$ cat src/rtl/disk_write_pkg.sv
// Constants, carriers and helper functions for the disk write parcel path.
// Assumes a single core clock and a sync pulse that marks sync phase 0.
package disk_write_pkg;

  // Sync cycle
  localparam logic [2:0] SYNC_LAST  = 3'h5;
  localparam logic [2:0] PHASE_MODE = 3'h2;
  localparam logic [2:0] PHASE_INC  = 3'h3;

  // Word transfer shape
  localparam logic [2:0] IN_SLICE_LAST  = 3'h5;
  localparam logic [2:0] OUT_SLICE_LAST = 3'h4;
  localparam logic [1:0] PARCEL_LAST    = 2'h3;
  localparam logic [1:0] ACC_LAST       = 2'h3;

  // Function commands and modifier fields
  localparam logic [3:0] CMD_READ_ECC   = 4'h1;
  localparam logic [3:0] CMD_LOAD_COUNT = 4'h4;
  localparam logic [3:0] CMD_START      = 4'h5;
  localparam int         MOD_IRQ_EN     = 0;

  // Parcel counts
  localparam int         DATA_PARCELS = 20000;
  localparam int         PARCEL_CNT_W = 15;
  localparam logic [6:0] DEFECT_LAST  = 7'h6d;
  localparam logic [4:0] ECC_LAST     = 5'h13;

  typedef struct packed {
    logic       par;
    logic [7:0] data;
  } bus_byte_type;

  typedef struct packed {
    bus_byte_type b;
    bus_byte_type a;
  } parcel_type;

  typedef enum logic [1:0] {FN_IDLE, FN_CMD, FN_ACC} fn_state_type;
  typedef enum logic [2:0] {XP_IDLE, XP_DEFECT, XP_DATA, XP_ECC, XP_DONE} xfer_phase_type;
  typedef enum logic [2:0] {FETCH_IDLE, FETCH_MODE, FETCH_INC, FETCH_CAPTURE,
                            FETCH_PASS} fetch_state_type;
  typedef enum logic [1:0] {LINK_IDLE, LINK_INIT, LINK_WAIT, LINK_SEND} link_state_type;

  // Odd parity on each byte of a parcel
  function automatic parcel_type make_parcel(input logic [15:0] d);
    parcel_type p;
    p.a.data = d[7:0];
    p.a.par  = ~^d[7:0];
    p.b.data = d[15:8];
    p.b.par  = ~^d[15:8];
    return p;
  endfunction

  // Word: data [63:0], Hamming checks [70:64], overall parity [71].
  // Result: {overall parity, 7-bit syndrome}.
  function automatic logic [7:0] secded_syndrome(input logic [71:0] w);
    logic [6:0] s;
    logic       b;
    int         d;
    int         k;
    s = '0;
    b = 1'b0;
    d = 0;
    k = 0;
    for (int pos = 1; pos < 72; pos++) begin
      if ((pos & (pos - 1)) == 0) begin
        b = w[64 + k];
        k++;
      end else begin
        b = w[d];
        d++;
      end
      if (b) begin
        s = s ^ pos[6:0];
      end
    end
    return {^w, s};
  endfunction

endpackage

$ cat src/rtl/parcel_buffer.sv
// Small FIFO with valid/ready on both sides; flip-flop storage.
// Assumes DEPTH is a power of two so the pointers wrap naturally.
`timescale 1ns/1ps
module parcel_buffer #(
  parameter int WIDTH = 18,
  parameter int DEPTH = 2
) (
  input  wire logic             core_clk,  // Core clock
  input  wire logic             rst_n,     // Synchronous reset, active low
  input  wire logic             in_valid,  // Word offered
  output logic                  in_ready,  // Room for a word
  input  wire logic [WIDTH-1:0] in_data,   // Offered word
  output logic                  out_valid, // Word held
  input  wire logic             out_ready, // Drain takes the word
  output logic      [WIDTH-1:0] out_data   // Oldest word
);
  localparam int AW = (DEPTH > 1) ? $clog2(DEPTH) : 1;

  if (DEPTH < 2 || (DEPTH & (DEPTH - 1)) != 0) begin : bad_depth
    $error("parcel_buffer depth must be a power of two of at least 2");
  end

  typedef struct packed {
    logic [DEPTH-1:0][WIDTH-1:0] mem;
    logic [AW-1:0]               wr;
    logic [AW-1:0]               rd;
    logic [AW:0]                 count;
  } buf_state_type;

  buf_state_type s;
  buf_state_type next_s;
  logic          push;
  logic          pop;

  assign in_ready  = (s.count != (AW + 1)'(DEPTH));
  assign out_valid = (s.count != '0);
  assign out_data  = s.mem[s.rd];

  always_comb begin
    next_s = s;
    push   = in_valid && in_ready;
    pop    = out_valid && out_ready;
    if (push) begin
      next_s.mem[s.wr] = in_data;
      next_s.wr        = s.wr + 1'b1;
    end
    if (pop) begin
      next_s.rd = s.rd + 1'b1;
    end
    if (push && !pop) begin
      next_s.count = s.count + 1'b1;
    end else if (pop && !push) begin
      next_s.count = s.count - 1'b1;
    end
  end

  always_ff @(posedge core_clk) begin
    if (!rst_n) begin
      s <= '0;
    end else begin
      s <= next_s;
    end
  end
endmodule

$ cat src/rtl/disk_write_parcel_path.sv
// Disk channel write path: function decode, buffer-board word fetch,
// SECDED check, parcel split, parcel/defect/ECC counting, drive handshake.
// Assumes inputs synchronous to core_clk and a sync pulse every 6 clocks.
`timescale 1ns/1ps

// Notes on behaviour
// - Function gives modifier, then command, then four accumulator nibbles if needed.
// - Even channel uses pointer a, odd channel uses pointer b.
// - Pointer strobe at sync phase 2 selects buffer board mode.
// - Pointer strobe at sync phase 3 advances that pointer by one.
// - Words from the buffer board arrive as six 12-bit slices.
// - Each word goes to output buffer with strobe, 16 bits over 5 clocks.
// - Output buffer checks SECDED, adds two parity bits per parcel, reports errors.
// - Parcel available flag triggers a parcel advance pulse, then parcel data follows.
// - Every parcel advance decrements the transfer counter.
// - Every data-phase advance counts a parcel and writes it; data ends at 20,000.
// - Then 20 ECC parcels go out with ECC write and gate strobes.
// - With a defect pad, the defect counter counts 110 parcels.
// - During the defect pad no write strobe; the same parcel repeats.
// - Write strobe feeds ECC accumulator; command 1 reads the ECC back.
// - On each write strobe the output buffer presents its next parcel.
// - Each parcel puts 8 data plus 1 parity on A and B, raises master strobe.
// - Master strobe falls only after the slave strobe has fallen.
// - Output buffer requests next word; it is latched at the right sync phase.
// - With ECC write and gate, inverted ECC goes to the drive.
// - Interrupt rises when done sets while the channel interrupt is enabled.
// - Transfer initiate rises only after the slave strobe is low.
module disk_write_parcel_path #(
  parameter int DATA_PARCELS = disk_write_pkg::DATA_PARCELS,
  parameter int FIFO_DEPTH   = 2
) (
  input  wire logic                       core_clk,                  // Core clock
  input  wire logic                       rst_n,                     // Sync reset
  input  wire logic                       sync_pulse,                // Marks phase 0
  input  wire logic                       processor_function_strobe, // Function start
  input  wire logic [3:0]                 function_data,             // Function nibble
  input  wire logic                       channel_odd,               // Odd channel
  input  wire logic                       defect_pad_present,        // Defect pad here
  input  wire logic [11:0]                buffer_slice,              // Board data
  output logic                            pointer_even_strobe,       // Pointer a strobe
  output logic                            pointer_odd_strobe,        // Pointer b strobe
  output logic                            word_to_outbuf_strobe,     // Word passed
  input  wire logic                       slave_strobe,              // Drive request
  output logic                            master_strobe,             // Parcel on bus
  output logic                            transfer_initiate,         // Transfer active
  output disk_write_pkg::parcel_type      drive_bus,                 // A and B buses
  output logic                            secded_single,             // Single-bit error
  output logic                            secded_double,             // Double-bit error
  output logic [15:0]                     ecc_readout,               // ECC read value
  output logic                            ecc_readout_valid,         // ECC read pulse
  output logic                            busy,                      // Transfer running
  output logic                            done,                      // Transfer ended
  output logic                            channel_interrupt          // Interrupt
);
  localparam int CW = disk_write_pkg::PARCEL_CNT_W;

  if (DATA_PARCELS < 1 || DATA_PARCELS >= (1 << CW)) begin : bad_parcels
    $error("DATA_PARCELS out of range for the parcel counter");
  end

  localparam logic [CW-1:0] DATA_LAST = CW'(DATA_PARCELS - 1);

  typedef struct packed {
    logic [2:0]                     phase;
    disk_write_pkg::fn_state_type   fn;
    logic [1:0]                     fn_cnt;
    logic [3:0]                     modifier;
    logic [15:0]                    acc;
    logic                           busy;
    logic                           done;
    logic                           irq_en;
    logic                           irq;
    logic                           odd;
    disk_write_pkg::xfer_phase_type xp;
    logic [15:0]                    xfer_cnt;
    logic [CW-1:0]                  parcel_cnt;
    logic [6:0]                     defect_cnt;
    logic [4:0]                     ecc_cnt;
    logic [15:0]                    ecc_acc;
    disk_write_pkg::fetch_state_type fetch;
    logic [2:0]                     fcnt;
    logic [71:0]                    cap;
    logic [79:0]                    sr;
    logic [63:0]                    word;
    logic                           word_valid;
    logic [1:0]                     pidx;
    logic                           ptr_even;
    logic                           ptr_odd;
    logic                           word_strobe;
    logic                           sec_single;
    logic                           sec_double;
    logic [15:0]                    ecc_out;
    logic                           ecc_out_valid;
    disk_write_pkg::link_state_type link;
    logic                           initiate;
    logic                           master;
    disk_write_pkg::parcel_type     bus;
  } path_state_type;

  path_state_type             s;
  path_state_type             next_s;
  logic                       advance;
  logic                       avail;
  logic                       pop;
  logic [15:0]                cur_data;
  logic [7:0]                 syn;
  disk_write_pkg::parcel_type push_parcel;
  logic                       buf_in_ready;
  logic                       buf_out_valid;
  logic [17:0]                buf_out_data;

  parcel_buffer #(
    .WIDTH (18),
    .DEPTH (FIFO_DEPTH)
  ) i_parcel_buffer (
    .core_clk  (core_clk),
    .rst_n     (rst_n),
    .in_valid  (advance),
    .in_ready  (buf_in_ready),
    .in_data   (push_parcel),
    .out_valid (buf_out_valid),
    .out_ready (pop),
    .out_data  (buf_out_data)
  );

  always_comb begin
    next_s      = s;
    advance     = 1'b0;
    pop         = 1'b0;
    syn         = '0;
    cur_data    = s.word[s.pidx*16 +: 16];
    push_parcel = disk_write_pkg::make_parcel(cur_data);
    next_s.ptr_even      = 1'b0;
    next_s.ptr_odd       = 1'b0;
    next_s.word_strobe   = 1'b0;
    next_s.sec_single    = 1'b0;
    next_s.sec_double    = 1'b0;
    next_s.ecc_out_valid = 1'b0;

    // The sync cycle itself is phase 0, so phase 1 follows it
    next_s.phase = (sync_pulse ? 3'h0 : s.phase) + 3'h1;
    if (!sync_pulse && s.phase == disk_write_pkg::SYNC_LAST) begin
      next_s.phase = '0;
    end

    // Function word decode
    case (s.fn)
      disk_write_pkg::FN_IDLE: begin
        if (processor_function_strobe) begin
          next_s.modifier = function_data;
          next_s.fn       = disk_write_pkg::FN_CMD;
        end
      end
      disk_write_pkg::FN_CMD: begin
        next_s.fn = disk_write_pkg::FN_IDLE;
        if (function_data == disk_write_pkg::CMD_LOAD_COUNT) begin
          next_s.fn     = disk_write_pkg::FN_ACC;
          next_s.fn_cnt = '0;
        end else if (function_data == disk_write_pkg::CMD_START && !s.busy) begin
          next_s.busy       = 1'b1;
          next_s.done       = 1'b0;
          next_s.irq        = 1'b0;
          next_s.irq_en     = s.modifier[disk_write_pkg::MOD_IRQ_EN];
          next_s.odd        = channel_odd;
          next_s.xp         = defect_pad_present ? disk_write_pkg::XP_DEFECT
                                                 : disk_write_pkg::XP_DATA;
          next_s.parcel_cnt = '0;
          next_s.defect_cnt = '0;
          next_s.ecc_cnt    = '0;
          next_s.ecc_acc    = '0;
          next_s.word_valid = 1'b0;
          next_s.link       = disk_write_pkg::LINK_INIT;
        end else if (function_data == disk_write_pkg::CMD_READ_ECC) begin
          next_s.ecc_out       = s.ecc_acc;
          next_s.ecc_out_valid = 1'b1;
        end
      end
      disk_write_pkg::FN_ACC: begin
        next_s.acc    = {s.acc[11:0], function_data};
        next_s.fn_cnt = s.fn_cnt + 2'h1;
        if (s.fn_cnt == disk_write_pkg::ACC_LAST) begin
          next_s.xfer_cnt = {s.acc[11:0], function_data};
          next_s.fn       = disk_write_pkg::FN_IDLE;
        end
      end
      default: next_s.fn = disk_write_pkg::FN_IDLE;
    endcase

    // Parcel advance: counters, write strobe, ECC strobes
    if (s.xp == disk_write_pkg::XP_DEFECT || s.xp == disk_write_pkg::XP_DATA) begin
      avail = s.word_valid;
    end else begin
      avail = (s.xp == disk_write_pkg::XP_ECC);
    end
    if (avail && buf_in_ready && s.xfer_cnt != '0) begin
      advance         = 1'b1;
      next_s.xfer_cnt = s.xfer_cnt - 16'h1;
      case (s.xp)
        disk_write_pkg::XP_DEFECT: begin
          next_s.defect_cnt = s.defect_cnt + 7'h1;
          if (s.defect_cnt == disk_write_pkg::DEFECT_LAST) begin
            next_s.xp = disk_write_pkg::XP_DATA;
          end
        end
        disk_write_pkg::XP_DATA: begin
          next_s.ecc_acc    = {s.ecc_acc[14:0], s.ecc_acc[15]} ^ cur_data;
          next_s.pidx       = s.pidx + 2'h1;
          next_s.parcel_cnt = s.parcel_cnt + 1'b1;
          if (s.pidx == disk_write_pkg::PARCEL_LAST) begin
            next_s.word_valid = 1'b0;
          end
          if (s.parcel_cnt == DATA_LAST) begin
            next_s.xp = disk_write_pkg::XP_ECC;
          end
        end
        default: begin
          push_parcel     = disk_write_pkg::make_parcel(~s.ecc_acc);
          next_s.ecc_acc  = {s.ecc_acc[14:0], s.ecc_acc[15]};
          next_s.ecc_cnt  = s.ecc_cnt + 5'h1;
          if (s.ecc_cnt == disk_write_pkg::ECC_LAST) begin
            next_s.xp = disk_write_pkg::XP_DONE;
          end
        end
      endcase
    end

    // Word fetch from the buffer board
    case (s.fetch)
      disk_write_pkg::FETCH_IDLE: begin
        if (s.busy && !s.word_valid && s.xfer_cnt != '0 &&
            s.link != disk_write_pkg::LINK_IDLE &&
            (s.xp == disk_write_pkg::XP_DEFECT || s.xp == disk_write_pkg::XP_DATA)) begin
          next_s.fetch = disk_write_pkg::FETCH_MODE;
        end
      end
      disk_write_pkg::FETCH_MODE: begin
        if (next_s.phase == disk_write_pkg::PHASE_MODE) begin
          next_s.ptr_even = !s.odd;
          next_s.ptr_odd  = s.odd;
          next_s.fetch    = disk_write_pkg::FETCH_INC;
        end
      end
      disk_write_pkg::FETCH_INC: begin
        if (next_s.phase == disk_write_pkg::PHASE_INC) begin
          next_s.ptr_even = !s.odd;
          next_s.ptr_odd  = s.odd;
          next_s.fcnt     = '0;
          next_s.fetch    = disk_write_pkg::FETCH_CAPTURE;
        end
      end
      disk_write_pkg::FETCH_CAPTURE: begin
        next_s.cap  = {buffer_slice, s.cap[71:12]};
        next_s.fcnt = s.fcnt + 3'h1;
        if (s.fcnt == disk_write_pkg::IN_SLICE_LAST) begin
          next_s.fcnt        = '0;
          next_s.word_strobe = 1'b1;
          next_s.fetch       = disk_write_pkg::FETCH_PASS;
        end
      end
      default: begin
        next_s.sr   = {s.cap[15:0], s.sr[79:16]};
        next_s.cap  = {16'h0, s.cap[71:16]};
        next_s.fcnt = s.fcnt + 3'h1;
        if (s.fcnt == disk_write_pkg::OUT_SLICE_LAST) begin
          syn               = disk_write_pkg::secded_syndrome(next_s.sr[71:0]);
          next_s.sec_single = syn[7];
          next_s.sec_double = !syn[7] && (syn[6:0] != '0);
          next_s.word       = next_s.sr[63:0];
          next_s.word_valid = 1'b1;
          next_s.pidx       = '0;
          next_s.fetch      = disk_write_pkg::FETCH_IDLE;
        end
      end
    endcase

    // Drive handshake
    case (s.link)
      disk_write_pkg::LINK_IDLE: begin
        next_s.initiate = 1'b0;
        next_s.master   = 1'b0;
      end
      disk_write_pkg::LINK_INIT: begin
        if (!slave_strobe) begin
          next_s.initiate = 1'b1;
          next_s.link     = disk_write_pkg::LINK_WAIT;
        end
      end
      disk_write_pkg::LINK_WAIT: begin
        if (slave_strobe && buf_out_valid) begin
          pop           = 1'b1;
          next_s.bus    = buf_out_data;
          next_s.master = 1'b1;
          next_s.link   = disk_write_pkg::LINK_SEND;
        end else if (!slave_strobe && !buf_out_valid &&
                     (s.xp == disk_write_pkg::XP_DONE || s.xfer_cnt == '0)) begin
          next_s.initiate = 1'b0;
          next_s.busy     = 1'b0;
          next_s.done     = 1'b1;
          next_s.irq      = s.irq_en;
          next_s.xp       = disk_write_pkg::XP_IDLE;
          next_s.link     = disk_write_pkg::LINK_IDLE;
        end
      end
      default: begin
        if (!slave_strobe) begin
          next_s.master = 1'b0;
          next_s.link   = disk_write_pkg::LINK_WAIT;
        end
      end
    endcase
  end

  always_ff @(posedge core_clk) begin
    if (!rst_n) begin
      s <= '0;
    end else begin
      s <= next_s;
    end
  end

  assign pointer_even_strobe   = s.ptr_even;
  assign pointer_odd_strobe    = s.ptr_odd;
  assign word_to_outbuf_strobe = s.word_strobe;
  assign master_strobe         = s.master;
  assign transfer_initiate     = s.initiate;
  assign drive_bus             = s.bus;
  assign secded_single         = s.sec_single;
  assign secded_double         = s.sec_double;
  assign ecc_readout           = s.ecc_out;
  assign ecc_readout_valid     = s.ecc_out_valid;
  assign busy                  = s.busy;
  assign done                  = s.done;
  assign channel_interrupt     = s.irq;
endmodule

$ cat config.mk
export PLATFORM = sky130hd
export DESIGN_NAME = disk_write_parcel_path
export DESIGN_NICKNAME = d
export VERILOG_FILES = /design/src/rtl/disk_write_pkg.sv /design/src/rtl/parcel_buffer.sv /design/src/rtl/disk_write_parcel_path.sv
export SDC_FILE = /design/constraint.sdc
export NUM_CORES = 1
export LEC_CHECK = 0
export BUFFER_PORTS_ARGS = -buffer_cell sky130_fd_sc_hd__buf_2
export CORE_ASPECT_RATIO = 0.7
export CORE_MARGIN = 10
export CORE_UTILIZATION = 35
export CTS_CLUSTER_DIAMETER = 40
export CTS_CLUSTER_SIZE = 28
export DETAILED_ROUTE_END_ITERATION = 12
export HOLD_SLACK_MARGIN = 0.15
export PLACE_DENSITY_LB_ADDON = 0.12
export SYNTH_ARGS = -nofsm -noshare
export SYNTH_HDL_FRONTEND = slang
export SYNTH_SLANG_ARGS = --single-unit
$ cat constraint.sdc
create_clock -name core_clk -period 2.85 [get_ports core_clk]
set_clock_uncertainty 0.1 [all_clocks]
set_input_delay 0 -clock core_clk [delete_from_list [all_inputs] [get_ports core_clk]]
set_output_delay 0 -clock core_clk [all_outputs]
set_load 0.01 [all_outputs]
* After elaboration in Yosys (flattened, before gate mapping)
Index checks and enable logic that the tools add are counted.
** Cells by class
- Add/subtract/negate cells :: 86
- Order comparisons :: 73
- Reduce and logical (&&, ||, !) cells :: 66
- Multiplexer cells :: 786
- Eq/ne operators :: 37
- Shift operators :: 1
- Bitwise gates (word level) :: 80
** Operator list (number)
- $mux W32 :: 140
- $lt A32 B9 Y1 const B :: 70
- $add A32 B2 Y32 const B :: 68
- $mux W7 :: 151
- $bmux W1 S7 :: 70
- $mux W1 :: 298
- $mux W6 :: 34
- $add A8 B32 Y32 const A :: 6
- $pmux W72 S2 :: 1
- $mux W43 :: 3
- $mux W18 :: 5
- $mux W5 :: 17
- $reduce_xor A72 Y1 :: 1
- $not A3 Y3 :: 23
- $not A4 Y4 :: 16
- $shiftx A64 B7 Y16 :: 1
- $mux W3 :: 21
- $mux W62 :: 1
- $bwmux W36 :: 1
- $mux W4 :: 9
- $not A2 Y2 :: 18
- $mux W2 :: 17
- $mux W16 :: 2
- $pmux W16 S2 :: 1
- other kinds (57) :: 155
** Storage, ports and cells
- Register bits :: 396
- Input bits :: 23
- Word-level logic and storage cells :: 1171

* Logic depth before layout (Yosys ltp)
Gate-level depths: netlist of the first run.
- Depth in word-level cells :: 290
- Depth in mapped cells :: 11
- Gate-level depth less buffers :: 10

* Cells and area by module
From an unflattened synthesis of the first run, not the netlist that was laid out.
** Unflattened totals
- Cell total of the unflattened synthesis :: 2058
- Area total of the unflattened synthesis :: 17875.9 µm²
** Modules (own cells, without submodules)
- disk_write_parcel_path :: instances 1, cells each 1881, area an instance 16066.7 µm², seq. area each 6806.5 µm²
- parcel_buffer :: instances 1, cells each 177, area an instance 1809.2 µm², seq. area each 800.8 µm²

* Least setup slack after synthesis of the first run
OpenSTA, ideal clock, no wires.
- Path type :: reg2reg
- Start :: register s[322] (netlist bit)
- End :: register i_parcel_buffer.s[1] (netlist bit)
- Setup time :: 0.070 ns
- Data required time :: 2.680 ns
- Buffers on the path :: 1
- Period minus slack after synthesis :: 2.674 ns
- Stages on the path, launching flop included :: 9
- Arrival :: 2.504 ns
- Setup slack :: 0.176 ns
- Path through :: dfxtp_1 or4_1 or3_4 o21ai_4 inv_4 buf_6 ha_1 or3_1 a21oi_1
** On the way
- Word-level cells in the longest chain between the ends :: 7
- Elaborated cells between the ends (all ways) :: 9
** RTL lines
- from (decl) :: line disk_write_parcel_path.sv:100 : path_state_type s;
- from (signal assigned) :: line disk_write_parcel_path.sv:317 : s <= next_s;
- $reduce_bool A16 Y1 (*) :: line disk_write_parcel_path.sv:195 : if (avail && buf_in_ready && s.xfer_cnt != '0) begin
- $logic_and A1 B1 Y1 (*) :: line disk_write_parcel_path.sv:195
- $mux W1 (*) :: line disk_write_parcel_path.sv:195
- $logic_and A1 B1 Y1 (*) :: line parcel_buffer.sv:41 : push = in_valid && in_ready;
- named net i_parcel_buffer.push :: line parcel_buffer.sv:32 : logic push;
- $logic_not A1 Y1 :: line parcel_buffer.sv:52 : end else if (pop && !push) begin
- $logic_and A1 B1 Y1 :: line parcel_buffer.sv:52
- $reduce_bool A2 Y1 (no line)
- to (signal assigned) :: line parcel_buffer.sv:61 : s <= next_s;
- to (decl) :: line parcel_buffer.sv:30 : buf_state_type s;
Mark *: on every way through the listed nets, which the timed path passes. The rest lies on a longest branch.
A chain may end at the register's enable or synchronous reset.

* Worst setup path after layout of the first run
- Start :: register s[143] (netlist bit)
- End :: register s, in the netlist secded_double
** On the way
- Word-level cells in the longest chain between the ends :: 252
- Elaborated cells between the ends (all ways) :: 628
** RTL lines
- $bmux W1 S7 :: line disk_write_pkg.sv:67 : b = w[64 + k];
- $mux W1 (not written as such) (2 in a row) :: line disk_write_pkg.sv:67
- $mux W1 :: line disk_write_parcel_path.sv:264 : if (s.fcnt == disk_write_pkg::OUT_SLICE_LAST) begin
- $mux W1 :: line disk_write_parcel_path.sv:228 : case (s.fetch)
- $mux W2 :: line disk_write_pkg.sv:73 : if (b) begin
- $mux W7 :: line disk_write_parcel_path.sv:264
- $mux W7 :: line disk_write_parcel_path.sv:228
- $not A2 Y2 (no line)
- (+235 left out)
- $mux W7 :: line disk_write_parcel_path.sv:264
- $mux W7 :: line disk_write_parcel_path.sv:228
- $not A4 Y4 (no line)
- $mux W7 :: line disk_write_pkg.sv:73
- $mux W7 :: line disk_write_parcel_path.sv:264
- $mux W7 :: line disk_write_parcel_path.sv:228
- $reduce_bool A7 Y1 :: line disk_write_parcel_path.sv:267 : next_s.sec_double = !syn[7] && (syn[6:0] != '0);
- $logic_and A1 B1 Y1 (*) :: line disk_write_parcel_path.sv:267
Mark *: on every way between the ends. The rest lies on a longest branch, timed or not. The select of a mux whose other input is x is not followed.

==> flow_metrics.env, run 1 <==
export IMPL_diodes=0
export IMPL_synth_top_family_by_area="compound AO/OA/AOI/OAI gates"
export IMPL_drc=0
export IMPL_power_density_nw_per_um2=567
export IMPL_synth_net_count=2048
export IMPL_n_fill_cell=4911
export IMPL_numCtsBuffers=48
export IMPL_switchingPower_mw=2.60
export IMPL_period_share_pct=92.9
export IMPL_globalplace_congestion=0.832
export IMPL_peakVddDrop_mv=0.376
export IMPL_initial_core_util_pct=35.4
export IMPL_maxCapViolations=0
export IMPL_fp_dieH_um=207
export IMPL_seq_area_frac_synth_pct=43.6
export IMPL_die_width_um=287
export IMPL_synth_flop_cell="dfxtp_1"
export IMPL_grt_pass1_wl_um=73600
export IMPL_synthAdderAreaFrac_pct=1.20
export IMPL_hold_viol_final=0
export IMPL_dp_hpwl_um=30200
export IMPL_critical_path_class="register to register"
export IMPL_async_flop_share_pct=0
export IMPL_num_rows=68
export IMPL_io_pins=68
export IMPL_status="finished, final reports clean"
export IMPL_cts_repair_resized=0
export IMPL_drive_gt1_share_pct=11.5
export IMPL_io_buffers=67
export IMPL_cts_hold_buffers=39
export IMPL_ys_types=70
export IMPL_worst_pin_slew_ns=0.944
export IMPL_synthTopCellsByCount="dfxtp_1, nand2_1, nor2_1"
export IMPL_cts_setup_buffers=0
export IMPL_syn_area_per_cell_um2=8.68
export IMPL_multi_input_area_um2=9010
export IMPL_grt_max_degree=183
export IMPL_synthXorXnorAreaFrac_pct=9.76
export IMPL_yosys_warnings=0
export IMPL_cts_htree_levels=2
export IMPL_wl_per_cell_um=16.7
export IMPL_fmax_mhz=378
export IMPL_leakagePower_nw=7.44
export IMPL_core_um2=49300
export IMPL_cts_clk_slew_worst_paths_ns=0.06
export IMPL_synth_top_area_share_pct=43.6
export IMPL_drt_iter0_drc=955
export IMPL_regArea_um2=7610
export IMPL_critical_path_arrival_ns=3.00
export IMPL_grt_pass1_vias=13158
export IMPL_start_kind="register"
export IMPL_synth_most_common_cell="dfxtp_1"
export IMPL_cts_tree="yes"
export IMPL_crit_required_ns=3.20
export IMPL_antenna_found_initial=0
export IMPL_ant_nets=0
export IMPL_synth_compound_area_share_pct=17.1
export IMPL_crit_path_end_kind="register"
export IMPL_cp_slowest_cell="xnor3_2"
export IMPL_clkLatencyLatePin_ns=0.57
export IMPL_worstPathCellList="xnor2_1 > xnor3_2 > xor3_2 > xnor3_1 > nor3_1 > nor2_1 > o311a_1"
export IMPL_final_max_slew_viol_count=0
export IMPL_clock_sinks=380
export IMPL_synthCells=2009
export IMPL_syn_area_um2=17400
export IMPL_max_slew_margin_pct=37.1
export IMPL_vias_per_cell=5.04
export IMPL_dr_total_vias=13898
export IMPL_synth_ff_latch_count=380
export IMPL_synth_edf_count=0
export IMPL_dp_cells=2634
export IMPL_routed_wl_um=46100
export IMPL_synthMuxAreaShare_pct=7.14
export IMPL_grt_overflow_total=0
export IMPL_cts_root_buf="clkbuf_16"
export IMPL_post_route_min_period_ns=2.65
export IMPL_clockPowerShare_pct=52.2
export IMPL_synth_area_leaders="dfxtp_1, a21oi_1, nand2_1"
export IMPL_dr_pass1_iters=6
export IMPL_area_growth_pct=17.0
export IMPL_cp_max_fo=4
export IMPL_rsz0062_at_grt="false"
export IMPL_intPower_mw=8.97
export IMPL_pwr_share_comb_pct=1.8
export IMPL_hp_class="input pin to register"
export IMPL_nets=2097
export IMPL_setup_viol=0
export IMPL_swShare_pct=22.5
export IMPL_grt_use_total_pct=15.2
export IMPL_die_area_um2=59300
export IMPL_tns_ns=0
export IMPL_fin_cells=2759
export IMPL_slowest_delay_ns=0.53
export IMPL_yosys_area_top_type="dfxtp_1"
export IMPL_synth_simple_area_share_pct=16.3
export IMPL_clockBufferDepth=3
export IMPL_sequentialPowerShare_pct=46.0
## layout by cell type (no fill, tap or decap), types with 8 or more instances in the layout
cell type        n
nor2b_1         10
o21ai_0         72
ha_1            16
a211oi_1        45
inv_6            8
buf_4           44
xnor2_1        118
nand3_1         27
nor2_1         273
clkbuf_16       50
mux2i_1         85
nor3_1          13
a21oi_1        236
a221oi_1        15
nand3b_1         9
dfxtp_1        379
a22o_1          64
buf_2           67
and3_1          13
a31oi_1          9
mux4_2          16
clkbuf_1         8
xnor3_1         19
inv_1           19
xor2_1          22
nand2_1        292
buf_12          12
dlygate4sd3_1   39
## registers in the layout (all words and copies together), names as in the netlist, 16 cells and up
signal,flops
drive_bus,18
i_parcel_buffer.s,40
s,295
ecc_readout,16
## per-layer routing
layer  vias up  wire length (µm)  GRT usage (%)
li1       7004                 -              -
met1      6595             23800           22.1
met2       233             18900           22.3
met3        66              2470           3.17
met4         0               902           3.86
met5         -                 0              0
## critical path: cells and delay by family, from the launching register on
family / cells / cell delay [ns]
AO/OA/AOI/OAI: 1 / 0.28
XOR/XNOR: 4 / 1.60
flip-flops: 1 / 0.34
AND/OR/NAND/NOR: 2 / 0.20
## kinds of logic after synthesis
group	after synthesis
AOI/OAI and AO/OA	479
xor gates and xnor gates	161
adders and majority gates	17
buffers and inverters	184
DFF	380
muxes	104
and+or+nand+nor	684
## power by group through the flow
stage	Clock, mW	Combinational [mW]	Sequential [mW]
final	6.04	0.208	5.32
after global routing	6.44	0.229	5.32
after CTS	6.20	0.211	5.32
after detailed placement	0	0.172	5.44
after global placement	0	0.172	5.44
after floorplan	0	0.102	5.44
## layout make-up
type,count,area share (%)
sequential,380,37.3
clock inverter,22,1.08
inverter,21,0.435
multi-input combinational,1445,44.1
tap,665,4.07
clock buffer,64,6.68
timing repair buffer,162,6.35
## through the flow
step	power [mW]	utilization, %	cell area [µm²]	setup WS (ns)	hold WS, ns
2_1_floorplan	5.54	-	17400	0.176	0.0360
3_3_place_gp	5.61	37.4	18400	0.209	0.148
3_5_place_dp	5.61	37.4	18400	0.236	0.153
4_1_cts	11.7	41.5	20400	0.210	0.166
5_1_grt	12.0	41.5	20400	0.0103	0.218
6_report	11.6	41.5	20400	0.202	0.195
## worst paths after layout
kind	startpoint	end	slack, ns	cells after the start
setup / recovery	s[143]	secded_double	0.20	7
hold / removal	slave_strobe	master_strobe	0.20	4
setup reg to reg	s[143]	secded_double	0.20	7
hold reg to reg	ecc_readout[4]	ecc_readout[4]	0.35	2
No activity file was read; power rests on OpenSTA's default activity.
==> run 2, diff against run 1 <==
--- a/config.mk
+++ b/config.mk
@@ -7,7 +7,7 @@
 export LEC_CHECK = 0
 export BUFFER_PORTS_ARGS = -buffer_cell sky130_fd_sc_hd__buf_2
 export CORE_ASPECT_RATIO = 0.7
-export CORE_MARGIN = 10
+export CORE_MARGIN = 4
 export CORE_UTILIZATION = 35
 export CTS_CLUSTER_DIAMETER = 40
 export CTS_CLUSTER_SIZE = 28
==> run 2 against run 1 <==
Against the previous run: via count increased by 0.34%; utilization increased by 0.34 points; maximum frequency decreased by 1.0%; setup slack got worse by 0.027 ns; largest power group unchanged.
==> flow_metrics.env, run 2 (synthesis results as in run 1) <==
export IMPL_area_growth_pct=18.0
export IMPL_status="finished, final reports clean"
export IMPL_rr_worst_depth=7
export IMPL_regMostFlops="s"
export IMPL_vias_per_cell=5.05
export IMPL_cts_clk_slew_worst_paths_ns=0.06
export IMPL_regArea_um2=7610
export IMPL_nets=2095
export IMPL_die_width_um=275
export IMPL_wl_per_cell_um=16.7
export IMPL_tns_ns=0
export IMPL_cts_root_buf="clkbuf_16"
export IMPL_diodes=0
export IMPL_fmax_mhz=374
export IMPL_cts_htree_levels=2
export IMPL_multi_input_area_um2=9010
export IMPL_setup_viol=0
export IMPL_grt_overflow_total=0
export IMPL_core_um2=49300
export IMPL_most_common_layout_cells="dfxtp_1, nand2_1, nor2_1"
export IMPL_grt_max_degree=137
export IMPL_fp_dieH_um=195
export IMPL_dr_total_vias=13945
export IMPL_period_share_pct=93.8
export IMPL_hp_class="input pin to register"
export IMPL_critical_path_class="register to register"
export IMPL_routed_wl_um=46100
export IMPL_hold_path_cell_count=4
export IMPL_peakVddDrop_mv=0.296
export IMPL_post_route_min_period_ns=2.67
export IMPL_drt_iter0_drc=960
export IMPL_globalplace_congestion=0.829
export IMPL_r2r_start="s[171]"
export IMPL_clkLatencyLatePin_ns=0.57
export IMPL_cts_tree="yes"
export IMPL_num_rows=68
export IMPL_dr_pass1_iters=5
export IMPL_cp_max_fo=5
export IMPL_io_buffers=67
export IMPL_reg2reg_slack_ns=0.18
export IMPL_max_slew_margin_pct=45.2
export IMPL_start_kind="register"
export IMPL_io_pins=68
export IMPL_clockBufferDepth=3
export IMPL_maxCapViolations=0
export IMPL_power_density_nw_per_um2=596
export IMPL_clock_sinks=380
export IMPL_critical_path_arrival_ns=3.03
export IMPL_antenna_found_initial=0
export IMPL_dp_cells=2629
export IMPL_finalInstanceArea_um2=20600
export IMPL_die_area_um2=53500
export IMPL_cts_setup_buffers=0
export IMPL_grt_pass1_vias=13389
export IMPL_grt_pass1_wl_um=74600
export IMPL_hold_viol_final=0
export IMPL_crit_required_ns=3.20
export IMPL_hold_path_endpoint="s[339]"
export IMPL_layout_commonest_cell="dfxtp_1"
export IMPL_leakagePower_nw=7.52
export IMPL_initial_core_util_pct=35.4
export IMPL_ant_nets=0
export IMPL_grt_use_total_pct=17.0
export IMPL_fin_cells=2762
export IMPL_worst_pin_slew_ns=0.822
export IMPL_largest_reg_flops=295
export IMPL_hp_start="function_data[3]"
export IMPL_place_area_um2=18400
export IMPL_worstReg2RegEnd="secded_double"
export IMPL_numCtsBuffers=51
export IMPL_drive_gt1_share_pct=11.8
export IMPL_drc=0
export IMPL_crit_path_end_kind="register"
export IMPL_dp_hpwl_um=30400
export IMPL_final_max_slew_viol_count=0
export IMPL_rsz0062_at_grt="false"
export IMPL_n_fill_cell=4897
==> run 2: cell types whose count changed in the layout (fill, tap and decap cells not counted), moves of 2 or more <==
cell,change
clkbuf_1,-3
inv_6,-5
buf_4,-4
inv_8,+6
clkinvlp_4,-2
bufinv_16,+5
clkinv_4,+5
clkinv_2,+2
==> run 2: through the flow <==
step	hold WS (ns)	setup slack (ns)	power [mW]	utilization, %
2_1_floorplan	0.0360	0.176	5.54	-
3_3_place_gp	0.147	0.214	5.61	37.3
3_5_place_dp	0.151	0.172	5.61	37.3
4_1_cts	0.154	0.139	12.4	41.8
5_1_grt	0.193	0.0397	12.7	41.8
6_report	0.184	0.176	12.3	41.8
==> run 2: how the worst max path moves through the flow <==
| stage | cells past startpoint | start | end |
|---|---|---|---|
| after global placement | 7 | s[171] | secded_double |
| after detailed placement | 7 | s[171] | secded_double |
| after floorplan | 8 | s[322] | i_parcel_buffer.s[1] |
| after global routing | 7 | s[171] | secded_double |
| final | 7 | s[171] | secded_double |
| after CTS | 7 | s[171] | secded_double |
==> run 2: worst max-delay path, cell delays in order, from the launching register on <==
cell	delay (ns)
dfxtp_1	0.45
xnor3_1	0.45
xnor3_1	0.29
xnor3_1	0.44
xnor2_1	0.24
xnor2_1	0.16
nand3_1	0.10
o311a_1	0.33
==> run 2: layout make-up <==
cell class | count | area share (%)
sequential | 380 | 37.0
tap | 665 | 4.04
multi-input combinational | 1445 | 43.8
inverter | 21 | 0.432
clock buffer | 61 | 6.62
clock inverter | 33 | 2.12
timing repair buffer | 157 | 6.05
==> run 2: layer usage <==
metal	wire, µm	up-vias	global-route usage, %	part of all wire, %
met5	0	-	0	0
met3	2040	57	3.17	4.4
met4	731	0	3.49	1.6
li1	-	7029	-	-
met2	19300	220	25.0	42
met1	24100	6639	25.8	52
==> run 2: repair_timing <==
action | CTS | global route
hold buffers | 39 | 0
gates resized for setup | 0 | 0
hold endpoints to repair | 85 | 0
==> run 2: where the power goes <==
| group | internal (mW) | switching, mW |
|---|---|---|
| combinational | 0.0741 | 0.137 |
| clock | 4.12 | 2.61 |
| sequential | 5.32 | 0.00406 |
| total | 9.52 | 2.75 |
